==> config.mk <==
export PLATFORM = sky130hd
export DESIGN_NAME = tscf_top
export DESIGN_NICKNAME = d
export VERILOG_FILES = /design/src/hw/tscf_pkg.sv /design/src/hw/tscf_hist_mem.sv /design/src/hw/tscf_top.sv
export SDC_FILE = /design/constraint.sdc
export NUM_CORES = 2
export LEC_CHECK = 0
export ABC_AREA = 1
export BUFFER_PORTS_ARGS = -buffer_cell sky130_fd_sc_hd__buf_4
export CELL_PAD_IN_SITES_DETAIL_PLACEMENT = 1
export CELL_PAD_IN_SITES_GLOBAL_PLACEMENT = 1
export CORE_AREA = 2 2 340 342
export DETAILED_ROUTE_END_ITERATION = 12
export DIE_AREA = 0 0 342 344
export PLACE_DENSITY = 0.87
export SLEW_MARGIN = 20
export SYNTH_ARGS = -nofsm -noshare
export SYNTH_HDL_FRONTEND = slang
export SYNTH_SLANG_ARGS = --single-unit
export TNS_END_PERCENT = 10
==> constraint.sdc <==
create_clock -name pclk -period 12.4 [get_ports pclk]
set_input_delay 3.72 -clock pclk [delete_from_list [all_inputs] [get_ports pclk]]
set_output_delay 3.72 -clock pclk [all_outputs]
set_load 0.05 [all_outputs]
==> src/hw/tscf_pkg.sv <==
// Constants, register map and types for the touch sensor configuration and filter block
package tscf_pkg;

  ////////////////////////////////////////////////////////////////////////////////
  // Sizes
  localparam int NUM_SENSORS = 16; // Sensor inputs zero to fifteen
  localparam int IDX_W = 4; // Sensor index width
  localparam int RAW_W = 16; // Raw count width
  localparam int FRAC_W = 8; // Fraction bits kept in the recursive average
  localparam int ACC_W = RAW_W + FRAC_W; // Average accumulator width
  localparam int MEM_W = ACC_W + 2 * RAW_W; // History word: average, older, newer
  localparam int ADDR_W = 8; // APB byte address width

  ////////////////////////////////////////////////////////////////////////////////
  // Register byte offsets
  localparam logic [ADDR_W-1:0] ADDR_CTRL = 8'h00; // Filter and mode control
  localparam logic [ADDR_W-1:0] ADDR_SENS_SENSOR = 8'h04; // Two bits per sensor
  localparam logic [ADDR_W-1:0] ADDR_SENS_SLIDER = 8'h08; // Two bits per slider group
  localparam logic [ADDR_W-1:0] ADDR_SENSOR_KIND = 8'h0c; // Two bits per sensor
  localparam logic [ADDR_W-1:0] ADDR_FSS_EN = 8'h10; // Flanking suppression per button
  localparam logic [ADDR_W-1:0] ADDR_PROX_RES = 8'h14; // Proximity resolutions
  localparam logic [ADDR_W-1:0] ADDR_SLIDER_RES = 8'h18; // Slider resolutions
  localparam logic [ADDR_W-1:0] ADDR_STATUS = 8'h1c; // Reported buttons, read only
  localparam logic [ADDR_W-1:0] ADDR_LAST_FILT = 8'h20; // Last filtered sample, read only

  ////////////////////////////////////////////////////////////////////////////////
  // Control fields
  localparam int CTRL_MED_BIT = 0; // Median stage enable
  localparam int CTRL_IIR_BIT = 1; // Recursive low-pass enable
  localparam int CTRL_NOISE_BIT = 2; // Noise immunity mode
  localparam int CTRL_AUTO_BIT = 3; // Automatic thresholding
  localparam int CTRL_COMBINE_BIT = 4; // Both slider groups form one slider
  localparam int CTRL_SHIFT_LSB = 8; // Low-pass weight shift
  localparam int SHIFT_W = 3; // Shift width
  localparam logic [31:0] CTRL_RST = 32'h0000_0208; // Auto threshold on, shift two
  localparam logic [31:0] CTRL_MASK = 32'h0000_071f; // Implemented control bits

  ////////////////////////////////////////////////////////////////////////////////
  // Sensitivity codes, 100 fF steps
  localparam logic [1:0] SENS_100FF = 2'h0; // Strongest signal
  localparam logic [1:0] SENS_200FF = 2'h1;
  localparam logic [1:0] SENS_300FF = 2'h2;
  localparam logic [1:0] SENS_400FF = 2'h3; // Weakest signal
  localparam logic [31:0] SENS_SENSOR_RST = 32'h0000_0000; // All 100 fF
  localparam logic [3:0] SENS_SLIDER_RST = 4'h0; // Both groups 100 fF

  ////////////////////////////////////////////////////////////////////////////////
  // Resolution limits and reset values
  localparam logic [4:0] PROX_RES_MIN = 5'h0c; // 12 bits
  localparam logic [4:0] PROX_RES_MAX = 5'h10; // 16 bits
  localparam logic [4:0] PROX_RES_RST = 5'h0c;
  localparam int PROX1_LSB = 8; // Second proximity field position
  localparam logic [7:0] SLD_RES_MIN = 8'h01; // 1 position
  localparam logic [7:0] SLD_RES_MAX = 8'hfe; // 254 positions
  localparam logic [7:0] SLD_RES_RST = 8'h64;
  localparam int SLD2_LSB = 8; // Second slider group field position
  localparam logic [31:0] KIND_RST = 32'h0000_0000; // All buttons
  localparam logic [15:0] FSS_RST = 16'h0000; // Suppression off

  ////////////////////////////////////////////////////////////////////////////////
  // Noise immunity coverage per variant
  localparam logic [15:0] NOISE_MASK_GENERAL = 16'hffff;
  localparam logic [15:0] NOISE_MASK_SLIDER = 16'h003f; // Inputs zero to five
  localparam logic [15:0] NOISE_MASK_SIXTEEN = 16'h03ff; // Inputs zero to nine
  localparam logic [1:0] FILL_FULL = 2'h2; // Two earlier samples held

  ////////////////////////////////////////////////////////////////////////////////
  // Types
  typedef enum logic [1:0] {KIND_BUTTON, KIND_SLIDER, KIND_GUARD, KIND_PROX} tscf_kind_type;
  typedef enum logic [1:0] {VAR_GENERAL, VAR_SLIDER, VAR_SIXTEEN, VAR_FIXED} tscf_variant_type;

endpackage : tscf_pkg

==> src/hw/tscf_hist_mem.sv <==
// Per-sensor sample history store with registered read data
`timescale 1ns/10ps
module tscf_hist_mem (
  // Clock and reset
  input wire logic pclk,
  input wire logic presetn,
  // Read port
  input wire logic rd_en,
  input wire logic [tscf_pkg::IDX_W-1:0] rd_addr,
  output logic [tscf_pkg::MEM_W-1:0] rd_data_q,
  // Write port
  input wire logic wr_en,
  input wire logic [tscf_pkg::IDX_W-1:0] wr_addr,
  input wire logic [tscf_pkg::MEM_W-1:0] wr_data
);

  // Storage, no reset; the fill counters outside guard stale words
  logic [tscf_pkg::MEM_W-1:0] mem_q [tscf_pkg::NUM_SENSORS];

  ////////////////////////////////////////////////////////////////////////////////
  // Write
  always_ff @(posedge pclk) begin
    if (wr_en) begin
      mem_q[wr_addr] <= wr_data;
    end
  end

  ////////////////////////////////////////////////////////////////////////////////
  // Registered read; a same-cycle write is not bypassed
  always_ff @(posedge pclk or negedge presetn) begin
    if (!presetn) begin
      rd_data_q <= '0;
    end else if (rd_en) begin
      rd_data_q <= mem_q[rd_addr];
    end
  end

endmodule : tscf_hist_mem

==> src/hw/tscf_top.sv <==
// Touch sensor configuration, flanking suppression and raw-count filter chain
//
// Summary of operation
// Four sensitivity codes, 100 to 400 fF
// Sensitivity per button, guard, slider; none proximity
// Proximity resolution 12 to 16 bits
// Slider resolution 1 to 254 per group
// Two slider groups; combined uses one resolution
// Slider variant: noise mode only inputs 0-5
// Sixteen variant: host disables noise mode sometimes
// Host keeps noise mode off with buzzer
// Suppression reports at most one button ON
// First touched button keeps ON while held
// Simultaneous touches: lowest index wins
// Suppression enable per button, buttons only
// Median and IIR skip proximity sensors
// Median of three latest samples per sensor
// IIR is a recursive low-pass
// Median stage feeds the IIR stage
// Host disables filters with noise mode
// Host prefers manual threshold with median
// Fixed variant: both filters always on
// Fixed variant: sensitivity fixed 100 fF
// Noise mode forces automatic threshold off
// IIR weight power of two; window fills first
// Enables take effect at next scan; the auto threshold and combine bits apply at once
`timescale 1ns/10ps
module tscf_top #(
  parameter tscf_pkg::tscf_variant_type VARIANT = tscf_pkg::VAR_GENERAL
) (
  // Clock and reset
  input wire logic pclk,
  input wire logic presetn,
  // APB slave
  input wire logic psel,
  input wire logic penable,
  input wire logic pwrite,
  input wire logic [tscf_pkg::ADDR_W-1:0] paddr,
  input wire logic [31:0] pwdata,
  output logic [31:0] prdata_q,
  output logic pready_q,
  output logic pslverr_q,
  // Scan framing and touch status from detection logic
  input wire logic scan_start,
  input wire logic scan_done,
  input wire logic [tscf_pkg::NUM_SENSORS-1:0] touch_status,
  // Raw counts from the sensing front end
  input wire logic raw_valid,
  input wire logic [tscf_pkg::IDX_W-1:0] raw_index,
  input wire logic [tscf_pkg::RAW_W-1:0] raw_count,
  // Filtered counts
  output logic filt_valid_q,
  output logic [tscf_pkg::IDX_W-1:0] filt_index_q,
  output logic [tscf_pkg::RAW_W-1:0] filt_count_q,
  // Reported buttons and effective configuration
  output logic [tscf_pkg::NUM_SENSORS-1:0] button_on_q,
  output logic [2*tscf_pkg::NUM_SENSORS-1:0] sens_code_q,
  output logic [3:0] slider_sens_q,
  output logic [9:0] prox_res_q,
  output logic [15:0] slider_res_q,
  output logic [tscf_pkg::NUM_SENSORS-1:0] noise_mask_q,
  output logic auto_thr_q
);

  localparam logic IS_FIXED = (VARIANT == tscf_pkg::VAR_FIXED); // Fixed-function build
  localparam logic [15:0] NOISE_MASK = (VARIANT == tscf_pkg::VAR_SLIDER) ?
      tscf_pkg::NOISE_MASK_SLIDER : (VARIANT == tscf_pkg::VAR_SIXTEEN) ?
      tscf_pkg::NOISE_MASK_SIXTEEN : tscf_pkg::NOISE_MASK_GENERAL;

  ////////////////////////////////////////////////////////////////////////////////
  // Software registers
  logic [31:0] ctrl_q; // Control word
  logic [31:0] sens_q; // Sensor sensitivity codes
  logic [3:0] sens_sld_q; // Slider group sensitivity codes
  logic [31:0] kind_q; // Sensor kinds
  logic [15:0] fss_q; // Suppression enables
  logic [4:0] prox0_q, prox1_q; // Proximity resolutions
  logic [7:0] sld1_q, sld2_q; // Slider resolutions
  // Copies latched at scan start
  logic med_act_q, iir_act_q, noise_act_q;
  logic [tscf_pkg::SHIFT_W-1:0] shift_act_q;
  logic [15:0] fss_act_q;
  logic [31:0] kind_act_q;
  // Suppression state
  logic owner_v_q;
  logic [tscf_pkg::IDX_W-1:0] owner_q;

  ////////////////////////////////////////////////////////////////////////////////
  // APB decode
  wire setup = psel && !penable;
  wire wr_fire = psel && penable && pready_q && pwrite;
  wire hit_ctrl = (paddr == tscf_pkg::ADDR_CTRL);
  wire hit_sens = (paddr == tscf_pkg::ADDR_SENS_SENSOR);
  wire hit_sld = (paddr == tscf_pkg::ADDR_SENS_SLIDER);
  wire hit_kind = (paddr == tscf_pkg::ADDR_SENSOR_KIND);
  wire hit_fss = (paddr == tscf_pkg::ADDR_FSS_EN);
  wire hit_prox = (paddr == tscf_pkg::ADDR_PROX_RES);
  wire hit_sres = (paddr == tscf_pkg::ADDR_SLIDER_RES);
  wire hit_stat = (paddr == tscf_pkg::ADDR_STATUS);
  wire hit_last = (paddr == tscf_pkg::ADDR_LAST_FILT);
  wire hit_any = hit_ctrl || hit_sens || hit_sld || hit_kind || hit_fss || hit_prox ||
      hit_sres || hit_stat || hit_last;
  // Range checks; an out-of-range field keeps its old value
  wire [4:0] wp0 = pwdata[4:0];
  wire [4:0] wp1 = pwdata[tscf_pkg::PROX1_LSB +: 5];
  wire [7:0] ws1 = pwdata[7:0];
  wire [7:0] ws2 = pwdata[tscf_pkg::SLD2_LSB +: 8];
  wire p0_ok = (wp0 >= tscf_pkg::PROX_RES_MIN) && (wp0 <= tscf_pkg::PROX_RES_MAX);
  wire p1_ok = (wp1 >= tscf_pkg::PROX_RES_MIN) && (wp1 <= tscf_pkg::PROX_RES_MAX);
  wire s1_ok = (ws1 >= tscf_pkg::SLD_RES_MIN) && (ws1 <= tscf_pkg::SLD_RES_MAX);
  wire s2_ok = (ws2 >= tscf_pkg::SLD_RES_MIN) && (ws2 <= tscf_pkg::SLD_RES_MAX);
  // Read mux
  wire [31:0] rd_mux = hit_ctrl ? ctrl_q :
      hit_sens ? sens_q :
      hit_sld ? {28'h0, sens_sld_q} :
      hit_kind ? kind_q :
      hit_fss ? {16'h0, fss_q} :
      hit_prox ? {19'h0, prox1_q, 3'h0, prox0_q} :
      hit_sres ? {16'h0, sld2_q, sld1_q} :
      hit_stat ? {11'h0, owner_v_q, owner_q, button_on_q} :
      hit_last ? {12'h0, filt_index_q, filt_count_q} : 32'h0;

  ////////////////////////////////////////////////////////////////////////////////
  // Bus answer: one access cycle, error on unmapped offsets
  always_ff @(posedge pclk or negedge presetn) begin
    if (!presetn) begin
      pready_q <= 1'b0;
      pslverr_q <= 1'b0;
      prdata_q <= 32'h0;
    end else begin
      pready_q <= setup;
      pslverr_q <= setup && !hit_any;
      prdata_q <= (setup && !pwrite) ? rd_mux : 32'h0;
    end
  end

  ////////////////////////////////////////////////////////////////////////////////
  // Register writes
  always_ff @(posedge pclk or negedge presetn) begin
    if (!presetn) begin
      ctrl_q <= tscf_pkg::CTRL_RST;
      sens_q <= tscf_pkg::SENS_SENSOR_RST;
      sens_sld_q <= tscf_pkg::SENS_SLIDER_RST;
      kind_q <= tscf_pkg::KIND_RST;
      fss_q <= tscf_pkg::FSS_RST;
      prox0_q <= tscf_pkg::PROX_RES_RST;
      prox1_q <= tscf_pkg::PROX_RES_RST;
      sld1_q <= tscf_pkg::SLD_RES_RST;
      sld2_q <= tscf_pkg::SLD_RES_RST;
    end else if (wr_fire) begin
      if (hit_ctrl) ctrl_q <= pwdata & tscf_pkg::CTRL_MASK;
      if (hit_sens) sens_q <= pwdata;
      if (hit_sld) sens_sld_q <= pwdata[3:0];
      if (hit_kind) kind_q <= pwdata;
      if (hit_fss) fss_q <= pwdata[15:0];
      if (hit_prox && p0_ok) prox0_q <= wp0;
      if (hit_prox && p1_ok) prox1_q <= wp1;
      if (hit_sres && s1_ok) sld1_q <= ws1;
      if (hit_sres && s2_ok) sld2_q <= ws2;
    end
  end

  ////////////////////////////////////////////////////////////////////////////////
  // Scan-boundary latch, so filters, noise mode and suppression never see a half-changed setup
  always_ff @(posedge pclk or negedge presetn) begin
    if (!presetn) begin
      med_act_q <= IS_FIXED;
      iir_act_q <= IS_FIXED;
      noise_act_q <= 1'b0;
      shift_act_q <= '0;
      fss_act_q <= '0;
      kind_act_q <= '0;
    end else if (scan_start) begin
      med_act_q <= IS_FIXED || ctrl_q[tscf_pkg::CTRL_MED_BIT];
      iir_act_q <= IS_FIXED || ctrl_q[tscf_pkg::CTRL_IIR_BIT];
      noise_act_q <= !IS_FIXED && ctrl_q[tscf_pkg::CTRL_NOISE_BIT];
      shift_act_q <= ctrl_q[tscf_pkg::CTRL_SHIFT_LSB +: tscf_pkg::SHIFT_W];
      fss_act_q <= IS_FIXED ? 16'h0 : fss_q;
      kind_act_q <= kind_q;
    end
  end

  ////////////////////////////////////////////////////////////////////////////////
  // Flanking suppression: pick the owner among touched enabled buttons
  logic [15:0] btn_mask; // Sensors of button kind as latched at scan start
  logic [15:0] prox_mask; // Sensors currently of proximity kind
  logic [tscf_pkg::IDX_W-1:0] lowest_idx; // Lowest touched suppressed button
  logic [31:0] sens_eff; // Effective sensitivity codes
  always_comb begin
    btn_mask = '0;
    prox_mask = '0;
    lowest_idx = '0;
    sens_eff = '0;
    for (int i = 0; i < tscf_pkg::NUM_SENSORS; i++) begin
      btn_mask[i] = (kind_act_q[2*i +: 2] == tscf_pkg::KIND_BUTTON);
      prox_mask[i] = (kind_q[2*i +: 2] == tscf_pkg::KIND_PROX);
      // Proximity sensors carry no code; fixed build stays at 100 fF
      sens_eff[2*i +: 2] = (IS_FIXED || prox_mask[i]) ? tscf_pkg::SENS_100FF :
          sens_q[2*i +: 2];
    end
    for (int i = tscf_pkg::NUM_SENSORS - 1; i >= 0; i--) begin
      if (touch_status[i] && fss_act_q[i] && btn_mask[i]) begin
        lowest_idx = tscf_pkg::IDX_W'(i);
      end
    end
  end
  wire [15:0] fss_grp = fss_act_q & btn_mask; // Buttons under suppression
  wire [15:0] fss_touch = touch_status & fss_grp; // Touched among them
  wire owner_keep = owner_v_q && fss_touch[owner_q];
  wire [tscf_pkg::IDX_W-1:0] owner_d = owner_keep ? owner_q : lowest_idx;
  wire owner_v_d = owner_keep || (|fss_touch);
  wire [15:0] owner_hot = owner_v_d ? (16'h0001 << owner_d) : 16'h0000;
  wire [15:0] button_on_d = (touch_status & ~fss_grp) | owner_hot;

  // Suppression state and reported buttons, updated once per scan
  always_ff @(posedge pclk or negedge presetn) begin
    if (!presetn) begin
      owner_v_q <= 1'b0;
      owner_q <= '0;
      button_on_q <= '0;
    end else if (scan_done) begin
      owner_v_q <= owner_v_d;
      owner_q <= owner_d;
      button_on_q <= button_on_d;
    end
  end

  ////////////////////////////////////////////////////////////////////////////////
  // Effective configuration outputs
  wire combine = ctrl_q[tscf_pkg::CTRL_COMBINE_BIT];
  always_ff @(posedge pclk or negedge presetn) begin
    if (!presetn) begin
      sens_code_q <= '0;
      slider_sens_q <= '0;
      prox_res_q <= {tscf_pkg::PROX_RES_RST, tscf_pkg::PROX_RES_RST};
      slider_res_q <= {tscf_pkg::SLD_RES_RST, tscf_pkg::SLD_RES_RST};
      noise_mask_q <= '0;
      auto_thr_q <= 1'b0;
    end else begin
      sens_code_q <= sens_eff;
      slider_sens_q <= IS_FIXED ? 4'h0 :
          (combine ? {sens_sld_q[1:0], sens_sld_q[1:0]} : sens_sld_q);
      prox_res_q <= {prox1_q, prox0_q};
      slider_res_q <= combine ? {sld1_q, sld1_q} : {sld2_q, sld1_q};
      noise_mask_q <= noise_act_q ? NOISE_MASK : 16'h0;
      auto_thr_q <= IS_FIXED || (ctrl_q[tscf_pkg::CTRL_AUTO_BIT] && !noise_act_q);
    end
  end

  ////////////////////////////////////////////////////////////////////////////////
  // Filter pipeline, stage one: capture sample, read history
  logic s1_v_q;
  logic [tscf_pkg::IDX_W-1:0] s1_idx_q;
  logic [tscf_pkg::RAW_W-1:0] s1_raw_q;
  logic [1:0] fill_q [tscf_pkg::NUM_SENSORS]; // Earlier samples held per sensor
  logic [tscf_pkg::MEM_W-1:0] hist_rd;
  always_ff @(posedge pclk or negedge presetn) begin
    if (!presetn) begin
      s1_v_q <= 1'b0;
      s1_idx_q <= '0;
      s1_raw_q <= '0;
    end else begin
      s1_v_q <= raw_valid;
      s1_idx_q <= raw_index;
      s1_raw_q <= raw_count;
    end
  end

  // Stage two: median of three, then the recursive average
  wire [tscf_pkg::RAW_W-1:0] h_new = hist_rd[tscf_pkg::RAW_W-1:0];
  wire [tscf_pkg::RAW_W-1:0] h_old = hist_rd[2*tscf_pkg::RAW_W-1:tscf_pkg::RAW_W];
  wire [tscf_pkg::ACC_W-1:0] h_acc = hist_rd[tscf_pkg::MEM_W-1:2*tscf_pkg::RAW_W];
  wire [1:0] s1_fill = fill_q[s1_idx_q];
  wire filterable = (kind_act_q[2*s1_idx_q +: 2] != tscf_pkg::KIND_PROX);
  wire [tscf_pkg::RAW_W-1:0] mn_ab = (s1_raw_q < h_new) ? s1_raw_q : h_new;
  wire [tscf_pkg::RAW_W-1:0] mx_ab = (s1_raw_q < h_new) ? h_new : s1_raw_q;
  wire [tscf_pkg::RAW_W-1:0] mn_c = (mx_ab < h_old) ? mx_ab : h_old;
  wire [tscf_pkg::RAW_W-1:0] med3 = (mn_ab > mn_c) ? mn_ab : mn_c;
  // Window passes raw counts until two earlier samples exist
  wire med_use = med_act_q && filterable && (s1_fill == tscf_pkg::FILL_FULL);
  wire [tscf_pkg::RAW_W-1:0] med_out = med_use ? med3 : s1_raw_q;
  wire [tscf_pkg::ACC_W-1:0] acc_in = {med_out, {tscf_pkg::FRAC_W{1'b0}}};
  wire signed [tscf_pkg::ACC_W:0] acc_diff = $signed({1'b0, acc_in}) - $signed({1'b0, h_acc});
  wire signed [tscf_pkg::ACC_W:0] acc_step = acc_diff >>> shift_act_q;
  wire signed [tscf_pkg::ACC_W:0] acc_sum = $signed({1'b0, h_acc}) + acc_step;
  wire [tscf_pkg::ACC_W-1:0] acc_next = (s1_fill == 2'h0) ? acc_in :
      acc_sum[tscf_pkg::ACC_W-1:0];
  wire [tscf_pkg::RAW_W-1:0] iir_out = acc_next[tscf_pkg::ACC_W-1:tscf_pkg::FRAC_W];
  wire [tscf_pkg::RAW_W-1:0] filt_d = (iir_act_q && filterable) ? iir_out : med_out;
  // History keeps tracking while filters are off, so enabling is seamless
  wire [tscf_pkg::MEM_W-1:0] hist_wr = {acc_next, h_new, s1_raw_q};

  tscf_hist_mem u_hist (
    .pclk(pclk),
    .presetn(presetn),
    .rd_en(raw_valid),
    .rd_addr(raw_index),
    .rd_data_q(hist_rd),
    .wr_en(s1_v_q),
    .wr_addr(s1_idx_q),
    .wr_data(hist_wr)
  );

  // Fill counters and filtered outputs
  always_ff @(posedge pclk or negedge presetn) begin
    if (!presetn) begin
      for (int i = 0; i < tscf_pkg::NUM_SENSORS; i++) fill_q[i] <= 2'h0;
      filt_valid_q <= 1'b0;
      filt_index_q <= '0;
      filt_count_q <= '0;
    end else begin
      if (s1_v_q && s1_fill != tscf_pkg::FILL_FULL) fill_q[s1_idx_q] <= s1_fill + 2'h1;
      filt_valid_q <= s1_v_q;
      filt_index_q <= s1_idx_q;
      filt_count_q <= filt_d;
    end
  end

  ////////////////////////////////////////////////////////////////////////////////
  // Checks
  a_fss_single: assert property (@(posedge pclk) disable iff (!presetn)
      $onehot0(button_on_q & fss_grp)) else $error("More than one suppressed button ON");
  a_owner_held: assert property (@(posedge pclk) disable iff (!presetn)
      scan_done && owner_keep |=> owner_v_q && owner_q == $past(owner_q))
      else $error("Held owner lost ON report");
  a_lowest_win: assert property (@(posedge pclk) disable iff (!presetn)
      scan_done && !owner_keep && (|fss_touch) |=> owner_q == $past(lowest_idx)
      && button_on_q[owner_q]) else $error("Lowest touched button not chosen");
  a_median_path: assert property (@(posedge pclk) disable iff (!presetn)
      s1_v_q && med_use && !iir_act_q |=> filt_valid_q && filt_count_q == $past(med3))
      else $error("Median output wrong");
  a_prox_bypass: assert property (@(posedge pclk) disable iff (!presetn)
      s1_v_q && !filterable |=> filt_count_q == $past(s1_raw_q))
      else $error("Proximity sample was filtered");
  a_iir_bounded: assert property (@(posedge pclk) disable iff (!presetn)
      s1_v_q && s1_fill != 2'h0 && shift_act_q != 0 |->
      ((acc_next >= h_acc && acc_next <= acc_in) || (acc_next <= h_acc && acc_next >= acc_in)))
      else $error("Low-pass overshoots its input");
  a_fixed_filters: assert property (@(posedge pclk) disable iff (!presetn)
      IS_FIXED |-> med_act_q && iir_act_q) else $error("Fixed build filter off");
  a_fixed_sens: assert property (@(posedge pclk) disable iff (!presetn)
      IS_FIXED |-> sens_code_q == 32'h0) else $error("Fixed build sensitivity not 100 fF");
  a_res_ranges: assert property (@(posedge pclk) disable iff (!presetn)
      prox0_q >= tscf_pkg::PROX_RES_MIN && prox0_q <= tscf_pkg::PROX_RES_MAX &&
      sld1_q >= tscf_pkg::SLD_RES_MIN && sld1_q <= tscf_pkg::SLD_RES_MAX)
      else $error("Resolution out of range");
  a_noise_auto: assert property (@(posedge pclk) disable iff (!presetn)
      noise_act_q && !IS_FIXED |=> !auto_thr_q) else $error("Auto threshold left on");
  a_noise_cover: assert property (@(posedge pclk) disable iff (!presetn)
      (VARIANT == tscf_pkg::VAR_SLIDER) |-> noise_mask_q[15:6] == 10'h0)
      else $error("Noise mode reaches slider inputs");
  a_scan_hold: assert property (@(posedge pclk) disable iff (!presetn)
      !scan_start |=> med_act_q == $past(med_act_q) && fss_act_q == $past(fss_act_q))
      else $error("Enable changed inside a scan");
  c_owner_kept: cover property (@(posedge pclk) disable iff (!presetn)
      scan_done && owner_keep && fss_touch != (16'h0001 << owner_q));
  c_median_iir: cover property (@(posedge pclk) disable iff (!presetn)
      s1_v_q && med_use && iir_act_q);
  c_bus_error: cover property (@(posedge pclk) disable iff (!presetn) pslverr_q);

endmodule : tscf_top

=== Word level (Yosys, flattened, before mapping) ===
Memory sizes are Yosys's and may differ from the RTL's. A register that Yosys moved wholly into a read port is not among the register bits.
Cells that the tools add are included.

* Mux-type cells: 64
* Magnitude comparators: 14
* Reduce and logical (&&, ||, !) cells: 95
* Bitwise operators: 6
* Equality and inequality tests: 27
* Shift-type cells: 3
* Add/subtract/negate cells: 3

{| class="wikitable"
|+ Operators with widths
! operator !! count
|-
| $mux W32 || 5
|-
| $mux W16 || 9
|-
| $mux W21 || 4
|-
| $mux W4 || 18
|-
| $logic_and A1 B1 Y1 || 53
|-
| $and A16 B16 Y16 || 3
|-
| $mux W2 || 19
|-
| $eq A2 B2 Y1 const B || 17
|-
| $logic_not A2 Y1 || 17
|-
| $bwmux W32 || 1
|-
| $eq A8 B5 Y1 const B || 4
|-
| $lt A16 B16 Y1 || 2
|-
| $shiftx A32 B6 Y2 || 1
|-
| $sshr A25 B3 Y24 || 1
|-
| $sub A24 B24 Y25 || 1
|-
| $add A24 B24 Y24 || 1
|-
| $mux W24 || 1
|-
| $mux W20 || 1
|-
| $reduce_and A2 Y1 || 9
|-
| $eq A8 B4 Y1 const B || 2
|-
| $ge A8 B1 Y1 const B || 2
|-
| $gt A16 B16 Y1 || 1
|-
| $le A8 B8 Y1 const B || 2
|-
| $not A16 Y16 || 1
|-
| other kinds (20) || 37
|}

* Memories: 1
* RAM bits: 896
* Register bits after elaboration: 380
* Input port bits: 84
* Output and inout port bits: 150
* Logic and storage cells: 262

{| class="wikitable"
|+ Memory list
! name !! words !! bits a word !! rd ports !! clocked after Yosys merged registers in !! write ports !! RTL line !! source
|-
| u_hist.mem_q || 16 || 56 || 1 || 1 || 1 || tscf_hist_mem.sv:18 || <nowiki>logic [tscf_pkg::MEM_W-1:0] mem_q [tscf_pkg::NUM_SENSORS];</nowiki>
|}

=== Longest topological paths before layout ===
* Depth after elaboration: 22
* Depth in mapped cells: 66

=== Modules after synthesis ===
A second synthesis with hierarchy kept.

* Cell total of the unflattened synthesis: 5813
* Area total of the unflattened synthesis: 58692.5 um^2

{| class="wikitable"
|+ By module, submodules not included
! module !! area an instance (um^2) !! cells an instance !! times used
|-
| tscf_hist_mem || 38205.4 || 3197 || 1
|-
| tscf_top || 20487.1 || 2616 || 1
|}

=== Worst setup path before layout ===
Ideal clock, no wire load.

* Kind: register to register
* Start: register u_hist.rd_data_q[15] (netlist name), read port of u_hist.mem_q
* End: memory u_hist.mem_q[0][53] (netlist name), data pin
* Arrival: 8.668 ns
* Slack: 3.442 ns
* Required time: 12.111 ns
* Setup time: 0.289 ns
* Cell stages (with the launch flop): 57
* Buffers on the path: 4
* Cells stage by stage: dfrtp_1 -> inv_1 -> ha_1 -> nand2_1 -> nor4_1 -> nand2_1 -> nand2_2 -> buf_1 -> nand2_1 -> o21ai_0 -> ha_1 -> a21oi_1 -> nor2_1 -> a211oi_1 -> o221a_2 -> buf_2 -> clkbuf_1 -> nand3_1 -> (+21 left out) -> nand3_1 -> nand2_1 -> nand3_1 -> nand2_1 -> or2_2 -> nand3_1 -> nand3_1 -> nand3_1 -> o21ai_0 -> ha_1 -> nand2_1 -> nor4_1 -> nand4_1 -> and3_1 -> o21bai_1 -> xor2_1 -> or2_2 -> a21boi_1

* Cells in the longest elaborated chain, start to end: 11

{| class="wikitable"
|+ RTL lines
! item !! RTL line !! source
|-
| from (decl) || tscf_hist_mem.sv:10 || <nowiki>output logic [tscf_pkg::MEM_W-1:0] rd_data_q,</nowiki>
|-
| $lt A16 B16 Y1 || tscf_top.sv:275, tscf_top.sv:276 ||
|-
| $mux W16 || tscf_top.sv:276 || <nowiki>wire [tscf_pkg::RAW_W-1:0] mx_ab = (s1_raw_q < h_new) ? h_new : s1_raw_q;</nowiki>
|-
| $lt A16 B16 Y1 || tscf_top.sv:277 || <nowiki>wire [tscf_pkg::RAW_W-1:0] mn_c = (mx_ab < h_old) ? mx_ab : h_old;</nowiki>
|-
| $mux W16 || tscf_top.sv:277 ||
|-
| $gt A16 B16 Y1 || tscf_top.sv:278 || <nowiki>wire [tscf_pkg::RAW_W-1:0] med3 = (mn_ab > mn_c) ? mn_ab : mn_c;</nowiki>
|-
| $mux W16 (*) || tscf_top.sv:278 ||
|-
| $mux W16 (*) || tscf_top.sv:281 || <nowiki>wire [tscf_pkg::RAW_W-1:0] med_out = med_use ? med3 : s1_raw_q;</nowiki>
|-
| $sub A24 B24 Y25 || tscf_top.sv:283 || <nowiki>wire signed [tscf_pkg::ACC_W:0] acc_diff = $signed({1'b0, acc_in}) - $signed({1'b0, h_acc});</nowiki>
|-
| $sshr A25 B3 Y24 || tscf_top.sv:284 || <nowiki>wire signed [tscf_pkg::ACC_W:0] acc_step = acc_diff >>> shift_act_q;</nowiki>
|-
| $add A24 B24 Y24 || tscf_top.sv:285 || <nowiki>wire signed [tscf_pkg::ACC_W:0] acc_sum = $signed({1'b0, h_acc}) + acc_step;</nowiki>
|-
| $mux W24 (*) || tscf_top.sv:286 || <nowiki>wire [tscf_pkg::ACC_W-1:0] acc_next = (s1_fill == 2'h0) ? acc_in :</nowiki>
|-
| named net acc_next, one bit || tscf_top.sv:286 ||
|-
| to (decl) || tscf_hist_mem.sv:18 ||
|}

Mark *: on every way through the listed nets, which the timed path passes. The rest lies on a longest branch.

=== Worst setup path after layout ===
* Start: register u_hist.rd_data_q[5] (netlist name), read port of u_hist.mem_q
* End: memory u_hist.mem_q[9][54] (netlist name), data pin

The elaborated chain is that of the path after synthesis.

==> results.txt <==
----------------------------------------------------
[Logic synthesis]
  Count of different cell masters after synthesis ... 57
  Fraction of post-synthesis cell area in the top cell type by area ... 47.51%
  Post-Synth Simple-Gate Area ... 12.08%
  Synth area leaders ... sky130_fd_sc_hd__edfxtp_1 (48%), sky130_fd_sc_hd__dfrtp_1 (18%), sky130_fd_sc_hd__o21ai_0 (7.2%)
  Post-synthesis adder-cell area fraction ... 2.068%
  Post-synthesis cell count ... 5170
  Mean instance size in the synthesized netlist ... 10.95 sq um
  Synth Area in XOR/XNOR ... 0.4331%
  Fraction of synthesized area in multiplexers ... 0.5767%
  Fraction of the mapped netlist area in compound gates ... 14.43%
  Cell taking the most area after synthesis ... sky130_fd_sc_hd__edfxtp_1
  Sequential area share after synthesis ... 66.17%
  Post-Synthesis Cell Area ... 56630 sq um
  Total of flip-flops plus latches after synthesis ... 1317
  Post-Synthesis Net Count ... 5347
  Number of warnings issued by yosys ... 0
  Combinational family with the most area after synthesis ... compound AO/OA/AOI/OAI gates

[Timing]
  Setup violators final ... 0
  Clock period minus final worst setup slack ... 11.32 ns
  Final count of pins violating max slew ... 0
  Worst slack on hold paths ... 0.3677 ns
  Final period util ... 91.25%
  Setup repair after global routing missed its margin ... no
  Transition time of the tightest slew-check pin ... 1.114 ns
  Setup_tns ... 0 ns
  Final Hold Fails ... 0
  Relative slew slack ... 25.75%
  Min setup slack post-route ... 1.085 ns
  Max Clock Freq ... 0.08838 GHz
  Final worst clock skew ... 0.03195 ns

[CTS]
  Root Buffer Master ... sky130_fd_sc_hd__clkbuf_16
  Clock-pin transition on the worst setup and hold timing paths ... 0.06 ns
  Buffers from clock root to sink, at most ... 3
  Count of H-tree levels built during CTS ... 4
  Buffers inserted during post-CTS setup optimization ... 0
  Worst-Skew Late Latency ... 0.78 ns
  Clock Sinks ... 1317
  Clock tree from TritonCTS ... done
  Inserted Clock Buffers ... 138

[Place]
  Pre-CTS setup slack ... 0.9129 ns
  Final RePlAce weighted congestion ... 0.9680
  Count of placed standard cells including taps ... 6695
  Buffers added on ports ... 233
  Placed cell areas ... 59860 sq um
  HPWL after detailed placement ... 118200 um

[Route]
  First-pass iteration count of the detailed router ... 6
  Final routed DRC violation total ... 0
  Detailed Route WL ... 200000 um
  Average detailed-routed wire length per instance ... 28.77 um
  Routed via count ... 44.48k
  Number of violations reported at the end of detailed-routing iteration 0 ... 4349
  Count of nets left with antenna violations after detail routing ... 0
  Vias per inst ... 6.397

[Global routing]
  Initial antenna violation count ... 8
  Largest net degree at the start of global routing ... 142
  Total GRT Usage ... 33.62%
  Global-route wire length before repair ... 295400 um
  Vias in the first global route ... 47.08k
  Overflow left after global routing ... 0

[Worst setup path]
  Critical path fanouts, max ... 50
  CP arrival ... 11.80 ns
  Critical-path cell with the highest stage delay ... sky130_fd_sc_hd__dfrtp_1
  Category of the most critical setup path ... flop to flop
  CP Data Required Time ... 12.89 ns
  CP Capture Type ... flop
  Crit path top cell by count ... sky130_fd_sc_hd__nand2_1
  Launching element type of the critical path ... flop
  Biggest cell delay along the critical path ... 0.72 ns

[Layout]
  Final design area excluding fillers ... 64540 sq um
  Synth-to-Final Area Change ... 13.97%
  Nets ... 5502
  Fill cells ... 11.87k
  Sequential standard cell area ... 37470 sq um
  Total area of multi-input combinational cells ... 16950 sq um
  Number of cells in the finished layout apart from fillers ... 6953
  Core Util, Final ... 56.67%
  Proportion of layout cells with a drive suffix above 1 ... 11.69%

[Power]
  Int Pwr ... 8.029 mW
  Switching power total ... 3.182 mW
  Areal power density over the cells ... 173.7 nW/um^2
  Leak Pwr ... 24.82 nW
  Clock group share of total power ... 37.7%
  Overall Power ... 11.21 mW
  Net switching fraction of the power ... 28.38%
  Reg power frac ... 46.8%
  Portion of total power attributed to combinational logic ... 15.5%
  Largest vdd supply drop ... 0.1653 mV

[Floorplan]
  # IOs ... 234
  Die width ... 342 um
  Die Area ... 117600 sq um
  Core Rows ... 124
  Initial Util ... 49.73%
  Area of the placeable core ... 113900 sq um
  Die Ht ... 344 um

[Flow run]
  Total of max-cap violations ... 0

[Outcome]
  Status ... finished, final reports clean

[Hold path]
  Classification of the worst-slack hold path ... flop to flop

----------------------------------------------------
==> state kept, by name, summed over array words and instances, names as in the netlist, 10 cells and up <==
register	cells
sens_code_q	32
filt_count_q	16
fss_act_q	16
sens_q	32
slider_res_q	16
u_hist.mem_q	896
prox_res_q	10
kind_q	32
prdata_q	32
u_hist.rd_data_q	56
fss_q	16
fill_q	32
button_on_q	16
kind_act_q	32
s1_raw_q	16
==> power groups by stage <==
stage               clock [mW]  sequential (mW)  combinational [mW]
floorplan                    0             5.31                1.02
global placement             0             5.31                1.56
detailed placement           0             5.33                1.66
CTS                       4.25             5.24                1.69
global route              4.39             5.26                1.89
finish                    4.23             5.25                1.74
==> layer usage <==
layer / wire [um] / part of all wire [%] / global-route usage (%)
met4: 12140 / 6.1 / 19.09
met1: 73190 / 37 / 40.26
met2: 98990 / 49 / 57.69
met3: 15660 / 7.8 / 5.754
met5: 26 / 0.013 / 0
==> layout make-up <==
class	count	share of cell area, %
Tap cell	1512	2.931
Antenna cell	2	0.007754
Sequential cell	1317	58.05
Clock inverter	66	1.008
Timing Repair Buffer	315	3.771
Clock buffer	188	6.085
Inverter	318	1.882
Multi-Input combinational cell	3235	26.26
==> synth_stat cells (all sizes together) <==
master	count
mux2i	18
mux2	13
nor4	9
ha	92
xor2	23
clkinv	16
nand4	47
fa	1
a32oi	1
and2	2
o41ai	1
nor3	13
nand2	695
xnor2	5
a31oi	63
edfxtp	896
inv	302
o21ai	831
nand3	197
clkbuf	259
o2111ai	10
a21o	2
dfstp	22
a22oi	26
o221a	1
o211ai	11
o31ai	7
o221ai	170
o21a	1
a221oi	14
buf	41
o21bai	1
a21oi	127
a22o	5
o211a	1
nor2	707
a41oi	3
or2	19
a32o	1
a21boi	44
dfrtp	399
and3	1
a211oi	4
o311a	1
o22ai	68
==> cell usage in the layout (no fill, tap or decap), drive strengths merged, types with 92 or more instances in the layout <==
cell type | netlist | layout
edfxtp | 896 | 896
ha | 92 | 92
inv | 302 | 304
a21oi | 127 | 127
o221ai | 170 | 170
nor2 | 707 | 707
buf | 41 | 315
nand3 | 197 | 197
nand2 | 695 | 695
clkbuf | 259 | 188
o21ai | 831 | 831
dfrtp | 399 | 399
==> kinds of logic (layout without fill, tap and decap cells) <==
group                    count (synthesis)  count (layout)
multiplexers                            31              31
XOR/XNOR                                28              28
buffers and inverters                  618             887
AO/OA/AOI/OAI                         1393            1393
AND/OR/NAND/NOR                       1690            1690
other                                    0               2
flip-flops                            1317            1317
adder cells (fa/ha/maj)                 93              93
==> critical path: cells and delay by family (launching register included) <==
family / cells / cell delay (ns)
flip-flops: 1 / 0.72
multiplexers: 1 / 0.12
buffers and inverters: 3 / 0.34
AO/OA/AOI/OAI: 20 / 4.86
AND/OR/NAND/NOR: 21 / 3.06
XOR/XNOR: 1 / 0.23
adder cells (fa/ha/maj): 5 / 1.67
==> timing repair <==
item / in CTS / in global routing
gates resized for setup: 0 / 4
endpoints found under the setup margin: 0 / 113
hold buffers: 0 / 0
==> worst paths after layout <==
| path | endpoint | slack [ns] | from | cells past startpoint |
|---|---|---|---|---|
| min reg2reg | prox_res_q[2] | 0.37 | prox0_q[2] | 0 |
| min | prox_res_q[2] | 0.37 | prox0_q[2] | 0 |
| min in group asynchronous | prdata_q[21] | 3.04 | presetn | 1 |
| max reg2reg | u_hist.mem_q[9][54] | 1.08 | u_hist.rd_data_q[5] | 51 |
| max in group asynchronous | u_hist.rd_data_q[18] | 6.89 | presetn | 3 |
| max | u_hist.mem_q[9][54] | 1.08 | u_hist.rd_data_q[5] | 51 |
No activity file was read; power rests on OpenSTA's default activity.
